## config.mk

```make
export PLATFORM = sky130hd
export DESIGN_NAME = pwm_startup_ctrl
export DESIGN_NICKNAME = d
export VERILOG_FILES = /design/src/hdl/pwm_startup_pkg.sv /design/src/hdl/switch_timing_if.sv /design/src/hdl/pwm_startup_ctrl.sv /design/src/hdl/switch_period_gen.sv
export SDC_FILE = /design/constraint.sdc
export NUM_CORES = 1
export LEC_CHECK = 0
export ABC_CLOCK_PERIOD_IN_PS = 1700
export BUFFER_PORTS_ARGS = -buffer_cell sky130_fd_sc_hd__clkbuf_2
export CORE_UTILIZATION = 35
export CTS_BUF_LIST = sky130_fd_sc_hd__clkbuf_8
export DETAILED_ROUTE_END_ITERATION = 8
export PLACE_DENSITY = 0.65
export SLEW_MARGIN = 40
export SYNTH_ARGS = -nofsm -noshare
export SYNTH_HDL_FRONTEND = slang
export SYNTH_SLANG_ARGS = --single-unit
```

## constraint.sdc

```tcl
create_clock -name ref_clk_in -period 1.7 [get_ports ref_clk_in]
set_input_delay 0.255 -clock ref_clk_in [delete_from_list [all_inputs] [get_ports ref_clk_in]]
set_output_delay 0.255 -clock ref_clk_in [all_outputs]
set_load 0.02 [all_outputs]
```

## src/hdl/pwm_startup_pkg.sv

```systemverilog
package pwm_startup_pkg;

   // Controller sequencing states
   typedef enum logic [1:0] {
      ST_LOCKOUT   = 2'b00,
      ST_SOFTSTART = 2'b01,
      ST_RUN       = 2'b10,
      ST_SHUTDOWN  = 2'b11
   } ctrl_state_t;

   // Reference clock
   localparam int CLK_PERIOD_NS = 4;

   // Delay from enable loss to end of switching
   localparam int SHUTDOWN_DELAY_NS     = 210000;
   localparam int SHUTDOWN_DELAY_CYCLES = SHUTDOWN_DELAY_NS / CLK_PERIOD_NS;
   localparam int SHUTDOWN_CNT_W        = 16;

   // Current-limit propagation budget
   localparam int CURRENT_LIMIT_COMPARATOR_PROP_NS     = 60;
   localparam int CURRENT_LIMIT_COMPARATOR_PROP_CYCLES = CURRENT_LIMIT_COMPARATOR_PROP_NS / CLK_PERIOD_NS;

   // Soft-start ramp: one step per switching cycle up to full scale
   localparam int                SS_W         = 11;
   localparam logic [SS_W-1:0]   SS_FULL      = 11'h7C0;
   localparam logic [SS_W-1:0]   SS_ZERO      = 11'h000;
   localparam logic [SS_W-1:0]   SS_STEP      = 11'h001;

   // Oscillator division and on-phase limits per rate variant
   localparam int               PHASE_W       = 2;
   localparam logic [PHASE_W-1:0] HALF_LAST   = 2'h1;
   localparam logic [PHASE_W-1:0] HALF_ON     = 2'h1;
   localparam logic [PHASE_W-1:0] QUARTER_LAST = 2'h3;
   localparam logic [PHASE_W-1:0] QUARTER_ON  = 2'h3;
   localparam logic [PHASE_W-1:0] PHASE_ZERO  = 2'h0;
   localparam logic [PHASE_W-1:0] PHASE_STEP  = 2'h1;

endpackage : pwm_startup_pkg

```

## src/hdl/switch_timing_if.sv

```systemverilog
`timescale 1ns/1ns
// Switching-period timing passed from the divider to the controller
interface switch_timing_if;
   logic osc_enable;
   logic cycle_start;
   logic on_window;

   modport gen  (input osc_enable, output cycle_start, output on_window);
   modport ctrl (output osc_enable, input cycle_start, input on_window);
endinterface : switch_timing_if

```

## src/hdl/pwm_startup_ctrl.sv

```systemverilog
`timescale 1ns/1ns
// Functional notes
// - Bootstrap variant starts only after supply rises past upper bootstrap threshold.
// - Under lockout: comparators, oscillator and gate drive all disabled.
// - Bootstrap variant re-enters lockout when supply falls below lower threshold.
// - Non-bootstrap leaves lockout when supply minimum and enable threshold both met.
// - Bootstrap variant also needs the bootstrap condition to leave lockout.
// - After enable falls, gate keeps switching for a fixed delay, then stops.
// - Flag pulled low while enable below threshold, released otherwise.
// - Flag depends only on the enable comparison, never on bootstrap lockout.
// - Soft-start begins only once every lockout condition has cleared.
// - Reference ramps zero to full over a fixed count of switching cycles.
// - Half-rate: oscillator divided by two, duty at most one half.
// - Quarter-rate: oscillator divided by four, duty at most three quarters.
// - Current-limit trip ends the present on-cycle within the propagation time.
// - Gate turns on at period start if pwm comparator low, off when high.
// - Bootstrap collapse forces a complete new startup including soft-start.
module pwm_startup_ctrl #(
   parameter bit                                     BOOTSTRAP             = 1'b1,
   parameter bit                                     QUARTER_RATE          = 1'b0,
   parameter logic [pwm_startup_pkg::SHUTDOWN_CNT_W-1:0] SHUTDOWN_DELAY_CYCLES =
      pwm_startup_pkg::SHUTDOWN_CNT_W'(pwm_startup_pkg::SHUTDOWN_DELAY_CYCLES)
) (
   input  wire logic                           ref_clk_in,
   input  wire logic                           reset_in,
   input  wire logic                           osc_tick_in,
   input  wire logic                           supply_above_min_in,
   input  wire logic                           supply_above_boot_high_in,
   input  wire logic                           supply_above_boot_low_in,
   input  wire logic                           enable_threshold_input_in,
   input  wire logic                           pwm_comparator_in,
   input  wire logic                           current_limit_comparator_in,
   output logic                                gate_drive_out,
   output logic                                undervoltage_flag_out,
   output logic                                undervoltage_flag_oe_out,
   output logic                                comparators_enable_out,
   output logic                                oscillator_enable_out,
   output logic                                lockout_out,
   output logic [pwm_startup_pkg::SS_W-1:0]    softstart_ref_out
);

   localparam int CURRENT_LIMIT_COMPARATOR_BOUND = pwm_startup_pkg::CURRENT_LIMIT_COMPARATOR_PROP_CYCLES;

   pwm_startup_pkg::ctrl_state_t state;
   pwm_startup_pkg::ctrl_state_t next_state;

   logic                                       boot_ok;
   logic                                       supply_ok;
   logic                                       ready;
   logic                                       active;
   logic                                       ss_done;
   logic                                       delay_done;
   logic [pwm_startup_pkg::SHUTDOWN_CNT_W-1:0] delay_count;
   logic [pwm_startup_pkg::SS_W-1:0]           ss_ref;
   logic                                       gate;
   logic                                       flag_oe;

   switch_timing_if timing ();

   switch_period_gen #(
      .QUARTER_RATE (QUARTER_RATE)
   ) u_period (
      .ref_clk_in  (ref_clk_in),
      .reset_in    (reset_in),
      .osc_tick_in (osc_tick_in),
      .timing      (timing.gen)
   );

   // Bootstrap hysteresis latch; the large gap lets the bias winding take over
   always_ff @(posedge ref_clk_in) begin
      if (reset_in) begin
         boot_ok <= 1'b0;
      end else if (!BOOTSTRAP) begin
         boot_ok <= 1'b1;
      end else if (!supply_above_boot_low_in) begin
         boot_ok <= 1'b0;
      end else if (supply_above_boot_high_in) begin
         boot_ok <= 1'b1;
      end
   end

   // Supply and enable qualification
   assign supply_ok  = supply_above_min_in && boot_ok;
   assign ready      = supply_ok && enable_threshold_input_in;
   assign ss_done    = (ss_ref == pwm_startup_pkg::SS_FULL);
   assign delay_done = (delay_count >= SHUTDOWN_DELAY_CYCLES - 1'b1);
   assign active     = (state != pwm_startup_pkg::ST_LOCKOUT);

   // Next-state decision; supply loss always wins over the shutdown delay
   always_comb begin
      next_state = state;
      unique case (state)
         pwm_startup_pkg::ST_LOCKOUT: begin
            if (ready) begin
               next_state = pwm_startup_pkg::ST_SOFTSTART;
            end
         end
         pwm_startup_pkg::ST_SOFTSTART: begin
            if (!supply_ok) begin
               next_state = pwm_startup_pkg::ST_LOCKOUT;
            end else if (!enable_threshold_input_in) begin
               next_state = pwm_startup_pkg::ST_SHUTDOWN;
            end else if (ss_done) begin
               next_state = pwm_startup_pkg::ST_RUN;
            end
         end
         pwm_startup_pkg::ST_RUN: begin
            if (!supply_ok) begin
               next_state = pwm_startup_pkg::ST_LOCKOUT;
            end else if (!enable_threshold_input_in) begin
               next_state = pwm_startup_pkg::ST_SHUTDOWN;
            end
         end
         pwm_startup_pkg::ST_SHUTDOWN: begin
            if (!supply_ok) begin
               next_state = pwm_startup_pkg::ST_LOCKOUT;
            end else if (enable_threshold_input_in) begin
               next_state = ss_done ? pwm_startup_pkg::ST_RUN : pwm_startup_pkg::ST_SOFTSTART;
            end else if (delay_done) begin
               next_state = pwm_startup_pkg::ST_LOCKOUT;
            end
         end
      endcase
   end

   // State register
   always_ff @(posedge ref_clk_in) begin
      if (reset_in) begin
         state <= pwm_startup_pkg::ST_LOCKOUT;
      end else begin
         state <= next_state;
      end
   end

   // Shutdown delay on the reference clock, which never stops during the delay
   always_ff @(posedge ref_clk_in) begin
      if (reset_in || state != pwm_startup_pkg::ST_SHUTDOWN) begin
         delay_count <= '0;
      end else begin
         delay_count <= delay_count + 1'b1;
      end
   end

   // Soft-start reference; any lockout forces a full ramp on the next start
   always_ff @(posedge ref_clk_in) begin
      if (reset_in || !active) begin
         ss_ref <= pwm_startup_pkg::SS_ZERO;
      end else if (timing.cycle_start && !ss_done) begin
         ss_ref <= ss_ref + pwm_startup_pkg::SS_STEP;
      end
   end

   // Gate drive; comparator turn-off terms are checked before turn-on so a trip always wins
   always_ff @(posedge ref_clk_in) begin
      if (reset_in || !active) begin
         gate <= 1'b0;
      end else if (current_limit_comparator_in || pwm_comparator_in) begin
         gate <= 1'b0;
      end else if (timing.cycle_start) begin
         gate <= 1'b1;
      end else if (!timing.on_window) begin
         gate <= 1'b0;
      end
   end

   // Open-drain flag pulled low only from the enable comparison
   always_ff @(posedge ref_clk_in) begin
      if (reset_in) begin
         flag_oe <= 1'b0;
      end else begin
         flag_oe <= !enable_threshold_input_in;
      end
   end

   assign timing.osc_enable        = active;
   assign gate_drive_out           = gate;
   assign undervoltage_flag_out    = 1'b0;
   assign undervoltage_flag_oe_out = flag_oe;
   assign comparators_enable_out   = active;
   assign oscillator_enable_out    = active;
   assign lockout_out              = !active;
   assign softstart_ref_out        = ss_ref;
endmodule : pwm_startup_ctrl

```

## src/hdl/switch_period_gen.sv

```systemverilog
`timescale 1ns/1ns
// Divides oscillator ticks to the switching rate and marks the allowed on-phase
module switch_period_gen #(
   parameter bit QUARTER_RATE = 1'b0
) (
   input  wire logic        ref_clk_in,
   input  wire logic        reset_in,
   input  wire logic        osc_tick_in,
   switch_timing_if.gen     timing
);

   localparam logic [pwm_startup_pkg::PHASE_W-1:0] LAST =
      QUARTER_RATE ? pwm_startup_pkg::QUARTER_LAST : pwm_startup_pkg::HALF_LAST;
   localparam logic [pwm_startup_pkg::PHASE_W-1:0] ON_PHASES =
      QUARTER_RATE ? pwm_startup_pkg::QUARTER_ON : pwm_startup_pkg::HALF_ON;

   logic [pwm_startup_pkg::PHASE_W-1:0] phase;
   logic                                cycle_start;

   // Oscillator phase; held at zero while the oscillator is shut down
   always_ff @(posedge ref_clk_in) begin
      if (reset_in || !timing.osc_enable) begin
         phase <= pwm_startup_pkg::PHASE_ZERO;
      end else if (osc_tick_in) begin
         phase <= (phase == LAST) ? pwm_startup_pkg::PHASE_ZERO : phase + pwm_startup_pkg::PHASE_STEP;
      end
   end

   // One-cycle mark when a new switching period begins
   always_ff @(posedge ref_clk_in) begin
      if (reset_in || !timing.osc_enable) begin
         cycle_start <= 1'b0;
      end else begin
         cycle_start <= osc_tick_in && (phase == LAST);
      end
   end

   // Later phases are off-time, which caps the duty cycle
   assign timing.on_window   = timing.osc_enable && (phase < ON_PHASES);
   assign timing.cycle_start = cycle_start;
endmodule : switch_period_gen

```

==> impl_metrics.tcl, run 1 <==
set metrics [dict create \
    status "finished, final reports clean" \
    grt_util_all_layers_pct 15.8 \
    grt_pass1_vias 1419 \
    cts_max_path_buffers 2 \
    final_cells 289 \
    portBuffers 24 \
    routed_via_density 5.00 \
    tns_ns 0 \
    antenna_found_initial 0 \
    clkSinkCount 35 \
    period_needed_ns 1.61 \
    syn_nets 203 \
    drt_iter0_markers 41 \
    ir_drop_mv 0.578 \
    required_ns 1.91 \
    root_buffer "clkbuf_8" \
    final_hold_viol_count 0 \
    drive_gt1_share_pct 24.9 \
    ys_ff_latch 35 \
    syn_area_mm2 0.00166 \
    drc 0 \
    leakagePower_uw 0.000750 \
    routedWlPerCell_um 12.5 \
    crit_path_max_fanout 2 \
    insertion_delay_ns 0.29 \
    setup_viol 0 \
    cts_made_buffers 5 \
    hold_class "input port to flop" \
    clk_pin_slew_ns 0.07 \
    cp.arrival_ns 1.82 \
    cp-end-kind "flop" \
    grt_max_degree 17 \
    nets 248 \
    final_cell_mix "35 x dfxtp_1, 28 x nor2_1, 24 x clkbuf_2" \
    antenna_left 0 \
    layout_commonest_cell "dfxtp_1" \
    fmax_ghz 0.621 \
    synth_cell_types 42 \
    crit_type "flop to flop" \
    ys_seq_area_share_pct 42.1 \
    grt_pass1_wl_mm 6.24 \
    fp.dieW_um 71.0 \
    maxCapViolations 0 \
    synthCells 191 \
    gp_routability_congestion 0.863 \
    hpwlAfterDp_mm 2.66 \
    via_count 1444 \
    routed_wl_mm 3.63 \
    grt_overflow 0 \
    ctsHtreeMaxLevel 2 \
    ys_warn_count 0 \
    place_inst 281 \
    cts_tree "done" \
    slowest_delay_ns 0.53 \
    final.period_utilization_pct 94.7 \
    worstSetupStartpointType "flop" \
    power_density_mw_per_mm2 803 \
    coreArea_mm2 0.00447 \
    crit_slowest_cell "or4b_1" \
    clock_skew_ns 0.00608 \
    rsz0062_at_grt "yes" \
    synthFlopType "dfxtp_1" \
    antenna-diode-count 0 \
    path_cells "or4b_1 -> a2111oi_2 -> o211a_1 -> mux2i_1" \
    fp.dieArea_mm2 0.00503 \
    slew_viol_final 0 \
    async_flop_share_pct 0 \
    core.rowCount 24 \
    synth-edff-count 0 \
    num_io_pins 26 \
    start_util_pct 37.2 \
    syn_avg_cell_area_um2 8.71 \
    dieHeight_um 71.0 \
    dr.pass1.iters 4 \
    syn2layout_area_growth_pct 25.0 \
]
## state kept, by name, summed over array words and instances, names as in the netlist
name	cells
u_period.timing.cycle_start	1
delay_count	16
u_period.phase	2
undervoltage_flag_oe_out	1
gate_drive_out	1
boot_ok	1
softstart_ref_out	11
state	2
## critical path, delay by kind of cell, from the launching register on
kind            cells  cell delay [ns]
flops               1             0.31
compound gates      2             0.50
mux                 1             0.19
simple gates        1             0.53
## per-layer routing
| layer | vias up | share of wire, % | GRT usage (%) |
|---|---|---|---|
| met5 | - | 0 | 0 |
| met4 | 0 | 2.3 | 6.89 |
| met3 | 9 | 3.8 | 3.85 |
| met2 | 29 | 47 | 26.9 |
| met1 | 643 | 47 | 18.9 |
| li1 | 763 | - | - |
## Yosys cell counts, types with 2 or more instances
| cell type | n | area share [%] |
|---|---|---|
| a21oi_1 | 7 | 2.1 |
| a311oi_1 | 2 | 1.1 |
| buf_4 | 2 | 0.90 |
| clkbuf_1 | 3 | 0.68 |
| dfxtp_1 | 35 | 42 |
| ha_1 | 3 | 2.3 |
| inv_1 | 9 | 2.0 |
| mux2i_1 | 4 | 2.4 |
| nand2_1 | 10 | 2.3 |
| nand2b_1 | 3 | 1.1 |
| nand3_1 | 7 | 2.1 |
| nand3b_1 | 2 | 0.90 |
| nand4_1 | 5 | 1.9 |
| nor2_1 | 28 | 6.3 |
| nor2b_1 | 2 | 0.75 |
| nor3_1 | 9 | 2.7 |
| nor4_1 | 6 | 2.3 |
| o21ai_0 | 5 | 1.5 |
| o311ai_0 | 2 | 1.1 |
| o31ai_1 | 2 | 0.90 |
| or2_2 | 3 | 1.1 |
| or3_1 | 5 | 1.9 |
| xnor2_1 | 16 | 8.4 |
| xor2_1 | 3 | 1.6 |
## power by group
group | leakage (µW) | internal, µW | switching, µW | total (µW)
logic | 0.000412 | 69.9 | 92.3 | 162
registers | 0.000282 | 831 | 17.5 | 849
clock network | 0.0000557 | 364 | 295 | 659
total | 0.000750 | 1260 | 405 | 1670
## through the flow
stage	hold WS (ns)	area [µm²]	power (µW)	setup slack (ns)	utilization [%]
CTS	0.119	2070	1690	0.0189	46.3
global route	0.125	2080	1750	-0.00153	46.5
floorplan	0.322	1660	984	0.168	-
detailed placement	0.423	1970	1030	-0.0163	44.0
global placement	0.424	1970	1030	0.0590	44.0
finish	0.128	2080	1670	0.0898	46.5
## final timing paths
check,to,from,depth (start not counted),slack (ns)
max,state[1],delay_count[13],4,0.09
max reg2reg,state[1],delay_count[13],4,0.09
min,gate_drive_out,pwm_comparator_in,2,0.13
min reg2reg,u_period.phase[1],u_period.phase[1],2,0.46
## layout make-up
class / instances / area, µm²
Fill cell: 439 / 2390
Tap cell: 52 / 65.1
Multi-Input combinational cell: 141 / 910
Clock buffer: 7 / 96.3
Sequential cell: 35 / 701
Clock inverter: 1 / 3.75
Timing Repair Buffer: 44 / 270
Inverter: 9 / 33.8
## cells by family after synthesis
| logic type | synth area share (%) |
|---|---|
| AND/OR/NAND/NOR | 29.2 |
| flip-flops | 42.1 |
| AO/OA/AOI/OAI | 9.92 |
| XOR/XNOR | 10.0 |
| buffers and inverters | 3.91 |
| multiplexers | 2.41 |
| adder cells (fa/ha/maj) | 2.26 |
| other | 0.225 |
## timing repair
action,4_1_cts,5_1_grt
gates cloned,0,0
hold buffers,0,0
resized for setup,1,3
setup endpoints to repair,2,3
setup buffers,0,0
No activity file was read; power rests on OpenSTA's default activity.
==> run 2, diff against run 1 <==
- PLACE_DENSITY: 0.65 -> 0.6
==> run 2 against run 1 <==
  * Register-to-register slack improved by 0.05 ns
  * Critical endpoint is now state[0]
  * Highest routed layer unchanged
  * Clock power rose by 34%
  * Via count rose by 1.6%
==> impl_metrics.tcl, run 2 (synthesized netlist as in run 1, its figures left out) <==
set metrics [dict create \
    hold_class "input port to flop" \
    maxCapViolations 0 \
    tns_ns 0 \
    num_io_pins 26 \
    p_sw_uw 408 \
    period_needed_ns 1.56 \
    grt_pass1_wl_mm 5.93 \
    hpwlAfterDp_mm 2.49 \
    cts_hold_buf 0 \
    slew_viol_final 0 \
    ctsHtreeMaxLevel 2 \
    core.rowCount 24 \
    routed_via_density 5.11 \
    antenna_found_initial 0 \
    grt_max_degree 16 \
    cp.arrival_ns 1.79 \
    rsz0062_at_grt "no" \
    regArea_um2 701 \
    cts_max_path_buffers 2 \
    setup_ws_ns 0.135 \
    status "finished, final reports clean" \
    nets 246 \
    fmax_ghz 0.639 \
    dieHeight_um 71.0 \
    multiInputGateArea_um2 905 \
    required_ns 1.92 \
    drt_iter0_markers 38 \
    setup_viol 0 \
    p_int_uw 1480 \
    largest-register "delay_count" \
    p_comb_share_pct 8.3 \
    portBuffers 24 \
    root_buffer "clkbuf_8" \
    crit_path_max_fanout 2 \
    coreArea_mm2 0.00447 \
    grt_util_all_layers_pct 15.2 \
    power_switching_share_pct 21.6 \
    final_hold_viol_count 0 \
    pre_cts_slack_ns 0.00782 \
    dr.pass1.iters 4 \
    insertion_delay_ns 0.29 \
    fp.dieArea_mm2 0.00503 \
    via_count 1467 \
    routed_wl_mm 3.36 \
    drc 0 \
    p_clk_share_pct 46.8 \
    clkSinkCount 35 \
    grt_pass1_vias 1345 \
    fp.dieW_um 71.0 \
    cts_made_buffers 5 \
    gp_routability_congestion 0.800 \
    post_cts_buffers 0 \
    antenna_left 0 \
    worstSetupStartpointType "flop" \
    fillCellCount 443 \
    layout_commonest_cell "dfxtp_1" \
    largest_reg_flops 16 \
    leakagePower_uw 0.000755 \
    cts_tree "done" \
    routedWlPerCell_um 11.7 \
    final.period_utilization_pct 92.1 \
    ir_drop_mv 0.506 \
    crit_type "flop to flop" \
    antenna-diode-count 0 \
    syn2layout_area_growth_pct 25.7 \
    clk_pin_slew_ns 0.07 \
    cp-end-kind "flop" \
    clock_skew_ns 0.00580 \
    drive_gt1_share_pct 23.8 \
    grt_overflow 0 \
    start_util_pct 37.2 \
    seqPwrFrac_pct 44.9 \
    final_cell_mix "35 x dfxtp_1, 28 x nor2_1, 24 x clkbuf_2" \
    power_density_mw_per_mm2 901 \
]
## run 2: changes by cell type in the layout (fill, tap and decap cells not counted), sizes merged
cell	delta
buf	-2
bufinv	+2
clkbuf	-2
## run 2: routing by layer
metal,global-route usage [%],vias to the layer above,wire [µm]
met2,24.8,16,1620
met1,18.0,687,1600
met4,6.67,0,44
met5,0,-,0
li1,-,760,-
met3,5.56,4,97
## run 2: power by group through the flow
stage,Clock (µW),Combinational [µW],Sequential [µW]
after floorplan,0,121,863
after global placement,0,158,866
after detailed placement,0,159,865
after CTS,917,159,846
after global routing,953,171,849
final,882,156,847
## run 2: final timing paths
| kind | startpoint | endpoint | slack, ns | cells past startpoint |
|---|---|---|---|---|
| worst max-delay path | delay_count[13] | state[0] | 0.14 | 4 |
| worst max register to register | delay_count[13] | state[0] | 0.14 | 4 |
| worst min register to register | u_period.phase[1] | u_period.timing.cycle_start | 0.45 | 1 |
| worst min-delay path | current_limit_comparator_in | gate_drive_out | 0.12 | 2 |
## run 2: what timing repair did
action,CTS,global route
endpoints found under the setup margin,0,2
hold endpoints to repair,0,0
resized for setup,0,3
## run 2: worst max-delay path, stage by stage (launching register included)
cell,delay (ns)
dfxtp_1,0.31
or4b_1,0.53
a2111oi_2,0.25
o211a_1,0.23
mux2i_1,0.18
## run 2: layout make-up
class | instances | share of cell area [%]
Clock buffer | 5 | 3.29
Clock inverter | 3 | 3.05
Inverter | 9 | 1.61
Multi-Input combinational cell | 141 | 43.2
Sequential cell | 35 | 33.5
Tap cell | 52 | 3.11
Timing Repair Buffer | 42 | 12.2
## run 2: stage by stage
step	cell area (µm²)	instances	hold slack, ns	power [µW]	utilization [%]
global route	2090	287	0.107	1970	46.8
finish	2090	287	0.119	1890	46.8
CTS	2090	287	0.107	1920	46.6
detailed placement	1950	279	0.425	1020	43.7
global placement	1950	279	0.421	1020	43.7
floorplan	1660	191	0.322	984	-
